$ cat src/adc_cfg_pkg.sv
/*
 * adc_cfg_pkg: register offsets, field positions, reset values and carrier
 * types for the converter mode and output configuration bank.
 * Assumes a 16-bit register word and an 8-bit register address from the
 * serial control front end.
 */
package adc_cfg_pkg;

	localparam int ADDR_W = 8;
	localparam int DATA_W = 16;

	// register offsets
	localparam logic [7:0] OFS_SOFT_RESET   = 8'h00;
	localparam logic [7:0] OFS_MODE_DIVIDER = 8'h31;
	localparam logic [7:0] OFS_ROUTE_UPPER  = 8'h3b;
	localparam logic [7:0] OFS_LANE_PHASE   = 8'h42;
	localparam logic [7:0] OFS_TEST_PATTERN = 8'h45;
	localparam logic [7:0] OFS_DATA_FORMAT  = 8'h46;
	localparam logic [7:0] OFS_CORE_CURRENT = 8'h50;
	localparam logic [7:0] OFS_SERIAL_MODE  = 8'h52;
	localparam logic [7:0] OFS_TIMING_SHIFT = 8'h53;
	localparam logic [7:0] OFS_FS_TRIM      = 8'h55;
	localparam logic [7:0] OFS_WAKE_TIME    = 8'h56;

	// field positions (lsb) within their registers
	localparam int POS_RESET      = 0;
	localparam int POS_INTERLEAVE = 0;
	localparam int POS_PRECISION  = 3;
	localparam int POS_DIVIDE     = 8;
	localparam int POS_ROUTE3     = 0;
	localparam int POS_ROUTE4     = 8;
	localparam int POS_PHASE      = 5;
	localparam int POS_DESKEW     = 0;
	localparam int POS_SYNC       = 1;
	localparam int POS_TWOS       = 2;
	localparam int POS_MSB_FIRST  = 3;
	localparam int POS_CURRENT    = 0;
	localparam int POS_VCM        = 4;
	localparam int POS_PD_KIND    = 0;
	localparam int POS_WORD_WIDTH = 0;
	localparam int POS_LOW_CLK    = 3;
	localparam int POS_ADVANCE    = 4;
	localparam int POS_DELAY      = 5;
	localparam int POS_TRIM       = 0;
	localparam int POS_STARTUP    = 0;

	// reset values
	localparam logic [1:0] RST_PHASE      = 2'h2;   // code for the 90 degree relation
	localparam logic [2:0] RST_WORD_WIDTH = 3'h0;   // code for 12-bit words
	localparam logic [2:0] RST_INTERLEAVE = 3'h4;   // quad channel high speed
	localparam logic [1:0] RST_DIVIDE     = 2'h0;   // divide by 1
	localparam logic [4:0] RST_ROUTE3     = 5'h08;  // input 3
	localparam logic [4:0] RST_ROUTE4     = 5'h10;  // input 4
	localparam logic [5:0] RST_TRIM       = 6'h20;  // no change of full scale
	localparam logic [2:0] RST_CURRENT    = 3'h0;
	localparam logic [1:0] RST_VCM        = 2'h0;
	localparam logic [2:0] RST_STARTUP    = 3'h0;

	// interleave field codes
	localparam logic [2:0] IL_SINGLE = 3'h1;
	localparam logic [2:0] IL_DUAL   = 3'h2;
	localparam logic [2:0] IL_QUAD   = 3'h4;

	// branches interleaved per channel
	localparam logic [3:0] BR_SINGLE = 4'h8;
	localparam logic [3:0] BR_DUAL   = 4'h4;
	localparam logic [3:0] BR_QUAD   = 4'h2;
	localparam logic [3:0] BR_PREC   = 4'h1;

	// channel index of converters 4..1, two bits each
	localparam logic [7:0] MAP_SINGLE = 8'h00;
	localparam logic [7:0] MAP_DUAL   = 8'h50;
	localparam logic [7:0] MAP_QUAD   = 8'he4;

	typedef enum logic [2:0] {
		MODE_SINGLE    = 3'h0,
		MODE_DUAL      = 3'h1,
		MODE_QUAD      = 3'h3,
		MODE_PRECISION = 3'h2,
		MODE_ILLEGAL   = 3'h6
	} mode_t;

	// fields that wait for a power-down cycle
	typedef struct packed {
		logic [2:0] word_width;
		logic       low_clk;
		logic [2:0] startup;
		logic       precision;
		logic [2:0] interleave;
		logic [1:0] divide;
	} pd_cfg_t;

	typedef struct packed {
		logic [1:0] phase;
		logic       deskew;
		logic       sync_pat;
		logic       twos;
		logic       msb_first;
		logic       pd_kind;
		logic [4:0] route3;
		logic [4:0] route4;
		logic       advance;
		logic       delay;
		logic [5:0] trim;
		logic [2:0] current;
		logic [1:0] vcm;
		pd_cfg_t    pend;
	} cfg_t;

	localparam pd_cfg_t PD_CFG_RESET = '{
		word_width: RST_WORD_WIDTH, low_clk: 1'b0, startup: RST_STARTUP,
		precision: 1'b0, interleave: RST_INTERLEAVE, divide: RST_DIVIDE};

	localparam cfg_t CFG_RESET = '{
		phase: RST_PHASE, deskew: 1'b0, sync_pat: 1'b0, twos: 1'b0,
		msb_first: 1'b0, pd_kind: 1'b0, route3: RST_ROUTE3, route4: RST_ROUTE4,
		advance: 1'b0, delay: 1'b0, trim: RST_TRIM, current: RST_CURRENT,
		vcm: RST_VCM, pend: PD_CFG_RESET};

endpackage : adc_cfg_pkg

$ cat src/sample_divider.sv
/*
 * sample_divider: turns the input clock into a one-cycle sampling enable at
 * clock/1, /2, /4 or /8.
 * Assumes the factor code comes from flip-flops on the same clock.
 */
`timescale 1ns/1ps
module sample_divider
	import adc_cfg_pkg::*;
#(
	parameter int CNT_W = 3
) (
	input  wire logic       clock_i,  // input clock
	input  wire logic       reset_i,  // synchronous, active high
	input  wire logic [1:0] code_i,   // divider factor code
	output logic            tick_o    // sampling enable pulse
);

	logic [CNT_W-1:0] count;
	logic [CNT_W-1:0] next_count;
	logic [CNT_W-1:0] limit;

	always_comb begin
		limit = CNT_W'((1 << code_i) - 1);
		// >= so a smaller factor never has to wrap the counter first
		tick_o = (count >= limit);
		next_count = tick_o ? '0 : CNT_W'(count + 1'b1);
	end

	always_ff @(posedge clock_i) begin
		if (reset_i) begin
			count <= '0;
		end else begin
			count <= next_count;
		end
	end

endmodule : sample_divider

$ cat src/adc_mode_and_output_config.sv
/*
 * adc_mode_and_output_config: register bank for operating mode, sampling
 * clock divider, input routing and serial output controls.
 * Assumes the serial control front end delivers one write strobe per
 * completed command and a read address; the power-down pin is asynchronous.
 */
// Operation
// - two-bit lane clock phase, resets to 90 degrees
// - deskew and sync pattern bits, reset inactive
// - format bit set gives two's complement
// - order bit set sends msb first
// - power-down output kind, reset high impedance
// - three-bit word width, 12-bit default, needs power-down
// - advance bit moves lanes one cycle earlier
// - delay bit moves lanes one cycle later
// - six-bit full-scale trim, reset means no change
// - writes accepted while powered down
// - marked fields apply only after power-down cycle
// - reset bit restores all defaults, self-clears
// - precision bit plus interleave field select mode
// - dual pairs converters, quad maps one each
// - quad two, dual four, single eight branches
// - precision mode uses one branch each
// - divider gives clock over 1, 2, 4, 8
// - divider codes 00..11 mean 1..8
// - routing change applies at command end
`timescale 1ns/1ps
module adc_mode_and_output_config
	import adc_cfg_pkg::*;
(
	input  wire logic              clock_i,        // 20 MHz clock
	input  wire logic              reset_i,        // synchronous, active high
	input  wire logic              wr_en_i,        // write strobe, one per command
	input  wire logic [ADDR_W-1:0] wr_addr_i,      // write register offset
	input  wire logic [DATA_W-1:0] wr_data_i,      // write data
	input  wire logic [ADDR_W-1:0] rd_addr_i,      // read register offset
	output logic      [DATA_W-1:0] rd_data_o,      // read data, one cycle later
	input  wire logic              powerdown_i,    // power-down pin, asynchronous
	output cfg_t                   cfg_o,          // written settings
	output pd_cfg_t                active_o,       // power-down fields in force
	output mode_t                  mode_o,         // decoded operating mode
	output logic      [3:0]        branches_o,     // branches per channel
	output logic      [7:0]        conv_channel_o, // channel of converters 4..1
	output logic                   sample_en_o     // sampling clock enable
);

	typedef struct packed {
		cfg_t              cfg;
		pd_cfg_t           act;
		logic              pd_meta;
		logic              pd_sync;
		logic [DATA_W-1:0] rd_data;
		mode_t             mode;
		logic [3:0]        branches;
		logic [7:0]        conv_map;
	} state_t;

	localparam state_t STATE_RESET = '{
		cfg: CFG_RESET, act: PD_CFG_RESET, pd_meta: 1'b0, pd_sync: 1'b0,
		rd_data: '0, mode: MODE_QUAD, branches: BR_QUAD, conv_map: MAP_QUAD};

	state_t st;
	state_t next_st;
	logic   soft_reset;

	function automatic mode_t decode_mode(input pd_cfg_t p);
		mode_t m;
		m = MODE_ILLEGAL;
		if (p.precision && p.interleave == '0) begin
			m = MODE_PRECISION;
		end else if (!p.precision) begin
			unique case (p.interleave)
				IL_SINGLE: m = MODE_SINGLE;
				IL_DUAL:   m = MODE_DUAL;
				IL_QUAD:   m = MODE_QUAD;
				default:   m = MODE_ILLEGAL;
			endcase
		end
		return m;
	endfunction : decode_mode

	function automatic logic [DATA_W-1:0] read_back(input cfg_t c, input logic [ADDR_W-1:0] a);
		logic [DATA_W-1:0] d;
		d = '0;
		unique case (a)
			OFS_MODE_DIVIDER: begin
				d[POS_INTERLEAVE +: 3] = c.pend.interleave;
				d[POS_PRECISION] = c.pend.precision;
				d[POS_DIVIDE +: 2] = c.pend.divide;
			end
			OFS_ROUTE_UPPER: begin
				d[POS_ROUTE3 +: 5] = c.route3;
				d[POS_ROUTE4 +: 5] = c.route4;
			end
			OFS_LANE_PHASE:   d[POS_PHASE +: 2] = c.phase;
			OFS_TEST_PATTERN: begin
				d[POS_DESKEW] = c.deskew;
				d[POS_SYNC] = c.sync_pat;
			end
			OFS_DATA_FORMAT: begin
				d[POS_TWOS] = c.twos;
				d[POS_MSB_FIRST] = c.msb_first;
			end
			OFS_CORE_CURRENT: begin
				d[POS_CURRENT +: 3] = c.current;
				d[POS_VCM +: 2] = c.vcm;
			end
			OFS_SERIAL_MODE:  d[POS_PD_KIND] = c.pd_kind;
			OFS_TIMING_SHIFT: begin
				d[POS_WORD_WIDTH +: 3] = c.pend.word_width;
				d[POS_LOW_CLK] = c.pend.low_clk;
				d[POS_ADVANCE] = c.advance;
				d[POS_DELAY] = c.delay;
			end
			OFS_FS_TRIM:   d[POS_TRIM +: 6] = c.trim;
			OFS_WAKE_TIME: d[POS_STARTUP +: 3] = c.pend.startup;
			// the reset bit and unmapped offsets read zero
			default: d = '0;
		endcase
		return d;
	endfunction : read_back

	assign soft_reset = wr_en_i && wr_addr_i == OFS_SOFT_RESET && wr_data_i[POS_RESET];

	always_comb begin
		next_st = st;
		next_st.pd_meta = powerdown_i;
		next_st.pd_sync = st.pd_meta;
		// writes are taken whether or not the device is powered down
		if (wr_en_i) begin
			unique case (wr_addr_i)
				OFS_MODE_DIVIDER: begin
					next_st.cfg.pend.interleave = wr_data_i[POS_INTERLEAVE +: 3];
					next_st.cfg.pend.precision = wr_data_i[POS_PRECISION];
					next_st.cfg.pend.divide = wr_data_i[POS_DIVIDE +: 2];
				end
				OFS_ROUTE_UPPER: begin
					next_st.cfg.route3 = wr_data_i[POS_ROUTE3 +: 5];
					next_st.cfg.route4 = wr_data_i[POS_ROUTE4 +: 5];
				end
				OFS_LANE_PHASE:   next_st.cfg.phase = wr_data_i[POS_PHASE +: 2];
				OFS_TEST_PATTERN: begin
					next_st.cfg.deskew = wr_data_i[POS_DESKEW];
					next_st.cfg.sync_pat = wr_data_i[POS_SYNC];
				end
				OFS_DATA_FORMAT: begin
					next_st.cfg.twos = wr_data_i[POS_TWOS];
					next_st.cfg.msb_first = wr_data_i[POS_MSB_FIRST];
				end
				OFS_CORE_CURRENT: begin
					next_st.cfg.current = wr_data_i[POS_CURRENT +: 3];
					next_st.cfg.vcm = wr_data_i[POS_VCM +: 2];
				end
				OFS_SERIAL_MODE:  next_st.cfg.pd_kind = wr_data_i[POS_PD_KIND];
				OFS_TIMING_SHIFT: begin
					next_st.cfg.pend.word_width = wr_data_i[POS_WORD_WIDTH +: 3];
					next_st.cfg.pend.low_clk = wr_data_i[POS_LOW_CLK];
					next_st.cfg.advance = wr_data_i[POS_ADVANCE];
					next_st.cfg.delay = wr_data_i[POS_DELAY];
				end
				OFS_FS_TRIM:   next_st.cfg.trim = wr_data_i[POS_TRIM +: 6];
				OFS_WAKE_TIME: next_st.cfg.pend.startup = wr_data_i[POS_STARTUP +: 3];
				// undefined offsets are ignored; the host must not use them
				default: next_st.cfg = st.cfg;
			endcase
		end
		// held fields follow the written ones only while powered down
		if (st.pd_sync) begin
			next_st.act = st.cfg.pend;
		end
		if (soft_reset) begin
			next_st.cfg = CFG_RESET;
			next_st.act = PD_CFG_RESET;
		end
		next_st.rd_data = read_back(st.cfg, rd_addr_i);
		next_st.mode = decode_mode(next_st.act);
		unique case (next_st.mode)
			MODE_SINGLE: begin
				next_st.branches = BR_SINGLE;
				next_st.conv_map = MAP_SINGLE;
			end
			MODE_DUAL: begin
				next_st.branches = BR_DUAL;
				next_st.conv_map = MAP_DUAL;
			end
			MODE_PRECISION: begin
				next_st.branches = BR_PREC;
				next_st.conv_map = MAP_QUAD;
			end
			// quad, and illegal codes fall back to quad routing
			default: begin
				next_st.branches = BR_QUAD;
				next_st.conv_map = MAP_QUAD;
			end
		endcase
	end

	always_ff @(posedge clock_i) begin
		if (reset_i) begin
			st <= STATE_RESET;
		end else begin
			st <= next_st;
		end
	end

	sample_divider #(
		.CNT_W (3)
	) u_divider (
		.clock_i (clock_i),
		.reset_i (reset_i),
		.code_i  (st.act.divide),
		.tick_o  (sample_en_o)
	);

	assign rd_data_o = st.rd_data;
	assign cfg_o = st.cfg;
	assign active_o = st.act;
	assign mode_o = st.mode;
	assign branches_o = st.branches;
	assign conv_channel_o = st.conv_map;
endmodule : adc_mode_and_output_config

$ cat config.mk
export PLATFORM = sky130hd
export DESIGN_NAME = adc_mode_and_output_config
export DESIGN_NICKNAME = d
export VERILOG_FILES = /design/src/adc_cfg_pkg.sv /design/src/sample_divider.sv /design/src/adc_mode_and_output_config.sv
export SDC_FILE = /design/constraint.sdc
export NUM_CORES = 1
export LEC_CHECK = 0
export BUFFER_PORTS_ARGS = -buffer_cell sky130_fd_sc_hd__buf_4
export CORE_MARGIN = 1
export CORE_UTILIZATION = 50
export DETAILED_ROUTE_END_ITERATION = 16
export PLACE_DENSITY = 0.78
export SYNTH_ARGS = -nofsm -noshare
export SYNTH_HDL_FRONTEND = slang
export SYNTH_SLANG_ARGS = --single-unit
$ cat constraint.sdc
create_clock -name clock_i -period 2.6 [get_ports clock_i]
set_clock_uncertainty 0.05 [all_clocks]
set_input_delay 0.52 -clock clock_i [delete_from_list [all_inputs] [get_ports clock_i]]
set_output_delay 0.52 -clock clock_i [all_outputs]
set_load 0.005 [all_outputs]
Yosys cells after proc, flatten, opt, wreduce, memory -nomap -nowiden
Index checks and enable logic that the tools add are counted.

Register bits after elaboration: 92. Output and inout port bits: 88.

Add/subtract/negate cells: 2. Magnitude comparators: 1. Equal/unequal tests: 25. Shift operators: 1. Multiplexer cells: 13. Bitwise operators: 2. Reduce and logical (&&, ||, !) cells: 20.

Operators by type and width (number): $eq A8 B7 Y1 const B (16); $pmux W12 S3 (1); $eq A8 B6 Y1 const B (4); $reduce_and A2 Y1 (10); $pmux W1 S7 (2); $mux W6 (2); $pmux W3 S3 (1); $logic_not A8 Y1 (1); $pmux W1 S4 (2); $pmux W1 S8 (1); $reduce_or A2 Y1 (4); $eq A3 B1 Y1 const B (2); $eq A3 B2 Y1 const B (2); $logic_not A3 Y1 (2); $mux W3 (2); $pmux W1 S5 (1); $pmux W2 S2 (1); $add A3 B1 Y3 const B (1); $eq A3 B3 Y1 const B (1); $ge A3 B3 Y1 (1); $logic_and A1 B1 Y1 (3); $shl A1 B2 Y3 const A (1); $sub A3 B2 Y3 const B (1); $not A1 Y1 (2).

Depth between registers and ports, before layout
Depth in word-level cells: 10. Mapped depth: 6. Depth with buffers taken out: 6.

Hierarchy
A second synthesis with hierarchy kept.

Cell total of the unflattened synthesis: 429. Area, all modules: 4131.5 µm².

By module, submodules not included: adc_mode_and_output_config (instances 1, cells each 410, area each 3932.5 µm², seq. area each 1581.5 µm²); sample_divider (instances 1, cells each 19, area each 198.9 µm², seq. area each 60.1 µm²).

Worst setup path before layout
Ideal clock, no wire load.

Path kind: register to output. From: register st, in the netlist active_o[0]. To: output sample_en_o. Arrival time: 1.330 ns. Required time: 2.030 ns. Setup slack: 0.700 ns. Cell stages (with the launch flop): 6. Buffers on the path: 0. Path through: dfxtp_1 -> or2_2 -> ha_1 -> nand2b_1 -> a21o_1 -> a21o_1.

Word-level cells in the longest chain between the ends: 3.

Ends and longest elaborated chain: from (decl) (line adc_mode_and_output_config.sv:62) `state_t st;`; from (signal assigned) (line adc_mode_and_output_config.sv:202) `st <= next_st;`; $shl A1 B2 Y3 (line sample_divider.sv:23) `limit = CNT_W'((1 << code_i) - 1);`; $sub A3 B2 Y3 (line sample_divider.sv:23); $ge A3 B3 Y1 (line sample_divider.sv:25) `tick_o = (count >= limit);`; to (decl) (line adc_mode_and_output_config.sv:44) `output logic sample_en_o`.

No other way between the ends.

Worst setup path after layout
Ends and elaborated chain as after synthesis.

==> results.yml <==
flow_run:
  maxCapViolations: 0
die:
  chipWidth_um: 92.8
  ioPinCount: 124
  die_area_mm2: 0.00861
  die_height_um: 92.8
  rows: 32
  core_area_mm2: 0.00785
  initial_core_util_pct: 52.5
sta:
  tns_ns: 0
  rsz0062_at_grt: "no"
  period_needed_ns: 2.47
  worst_slew_pin_slew_ns: 0.564
  timing.hold.ws_ns: 0.330
  slew_violations: 0
  finalCritPeriodShare_pct: 95.1
  fmax_mhz: 405
  timing.slew.headroom_pct: 61.3
  finalSetupViolCount: 0
  final_hold_viol_count: 0
place:
  portBuffers: 112
  gp_congestion: 0.854
  place_hpwl_um: 6910
  placed_area_mm2: 0.00441
clock_network:
  holdBufCountCts: 0
  clk_pin_slew_ns: 0.09
  clock_path_buffers: 2
  worstSkewPairLatency_ns: 0.35
  cts_tree: "built"
  cts_sinks: 82
  cts_buffers: 9
  cts_resized: 0
  cts.htree.levels: 3
  postCtsSetupBuffers: 0
  root_buffer: "clkbuf_8"
final_layout:
  syn_to_final_growth_pct: 11.6
  num_antenna_cells: 0
  fin_area_mm2: 0.00460
  nNetsFinal: 492
  drive_gt1_share_pct: 32.2
  post-route-util_pct: 58.6
  fillers: 705
route:
  vias_per_cell: 5.32
  wl_per_cell_um: 16.7
  drtIter0Drc: 140
  drc: 0
  drtAntennaViolNets: 0
  num_vias: 2973
  drt-total-wl_um: 9340
  drt_pass1_iterations: 4
setup_path:
  worst_setup_path_end_kind: "output pin"
  start_kind: "flop"
  cp_slowest_cell: "dfxtp_1"
  reg2reg_to: "u_divider.count[2]$_SDFF_PP0_"
  cpMostUsedCell: "a21o_1"
  required_ns: 2.03
  r2r_slack_ns: 0.81
  worst-path-buf-inv: 1
  cpPeakStageDelay_ns: 0.35
  cp_max_fo: 4
  cp_cell_sequence: "or2_2 > ha_1 > nand2b_1 > a21o_1 > a21o_1 > buf_4"
  critPathTopFamily: "simple AND/OR/NAND/NOR gates"
  rr_startpoint: "active_o[0]$_SDFFE_PP0P_"
  worstSetupStartpoint: "active_o[0]$_SDFFE_PP0P_"
  path_class: "flop to output pin"
  rr_worst_depth: 6
  crit_arrival_ns: 1.90
yosys:
  synth_edf_count: 0
  synthTopCellsByCount: "buf_4 (90), dfxtp_1 (82), nor2_1 (62)"
  yosys.area.top_type: "dfxtp_1"
  synthFlopType: "dfxtp_1"
  yosys_warnings: 0
  ys_ff_latch: 82
  syn_avg_cell_area_um2: 9.75
  synth.most_common_cell: "buf_4"
  syn_area_mm2: 0.00412
  synth_area_leaders: "dfxtp_1 (40%), buf_4 (16%), mux2i_1 (14%)"
  async_flop_share_pct: 0
  synth.distinct_cells: 53
  synthCells: 423
  synth-seq-area-share_pct: 39.8
  synth_top_cell_area_share_pct: 39.8
min_path:
  min-delay-start: "wr_data_i[6]"
  min_to: "cfg_o[42]$_SDFFE_PP1P_"
  hold_class: "primary input to flop"
  min_path_cells: 3
global_routing:
  grt_start_max_net_pins: 37
  antenna_found_initial: 0
  grt_pass1_wl_um: 14700
  grt_usage_pct: 22.2
  first_global_vias: 2850
  grt-ovfl-total: 0
pwr:
  pwr_density_cell_mw_per_mm2: 494
  ir_worst_vdd_mv: 0.231
  p_leak_nw: 2.02
outcome:
  status: "completed"
cell usage in the layout, fill, tap and decap left out, types with 5 or more instances in the layout:
cell type / instances
a21oi_1: 5
a22oi_1: 8
dfxtp_1: 82
conb_1: 7
and3_1: 5
clkbuf_8: 11
nor2b_1: 5
nand3_1: 10
nor2_1: 62
buf_4: 116
mux2i_1: 57
inv_1: 6
nand2_1: 11
worst max-delay path by stage:
| stage | slack (ns) | depth (start not counted) | end |
|---|---|---|---|
| after floorplan | 0.70 | 5 | sample_en_o |
| after global placement | 0.52 | 5 | branches_o[3]$_SDFF_PP0_ |
| after detailed placement | 0.50 | 5 | branches_o[3]$_SDFF_PP0_ |
| after CTS | 0.11 | 6 | sample_en_o |
| after global routing | 0.08 | 6 | sample_en_o |
| final | 0.13 | 6 | sample_en_o |
flip-flops by register name, summed over array words and instances (netlist names):
signal           cells
active_o            13
branches_o           4
cfg_o               43
conv_channel_o       2
mode_o               3
next_st              1
rd_data_o           12
st                   1
u_divider.count      3
power by group:
part / total (mW) / internal (mW) / switching (mW)
registers: 1.26 / 1.26 / 0.00318
clock network: 0.869 / 0.400 / 0.469
logic: 0.143 / 0.0641 / 0.0787
metrics by stage:
step	setup WS, ns	instances	total power, mW
after floorplan	0.700	429	1.37
after global placement	0.517	543	1.43
after detailed placement	0.498	543	1.43
after CTS	0.111	559	2.29
after global routing	0.0765	559	2.36
final	0.129	559	2.27
cell families after synthesis:
kind of cell / share of synthesized area, %
and+or+nand+nor: 18.0
buffers and inverters: 18.8
DFF: 39.8
muxes: 14.1
AOI/OAI and AO/OA: 6.49
xor gates and xnor gates: 1.43
adders and majority gates: 1.21
other: 0.0910
metal layers:
layer / global-route usage, % / routed length, um / vias up
li1: - / - / 1426
met1: 27.9 / 4010 / 1434
met2: 37.1 / 4660 / 97
met3: 4.60 / 518 / 16
met4: 8.97 / 154 / 0
met5: 0 / 0 / -
tightest hold or removal path, delay by kind of cell:
family	cells	cell delay (ns)
mux	1	0.05
buf+inv	1	0.08
simple gates	1	0.06
area by class of cell:
class	count	area [um2]	area share, %
well taps	102	128	2.77
inverters	6	22.5	0.489
repair buffers	117	891	19.4
multi-input cells	236	1730	37.6
clock buffers	11	151	3.29
clock inverters	5	38.8	0.843
flip-flops and latches	82	1640	35.7
No activity file was read; power rests on OpenSTA's default activity.
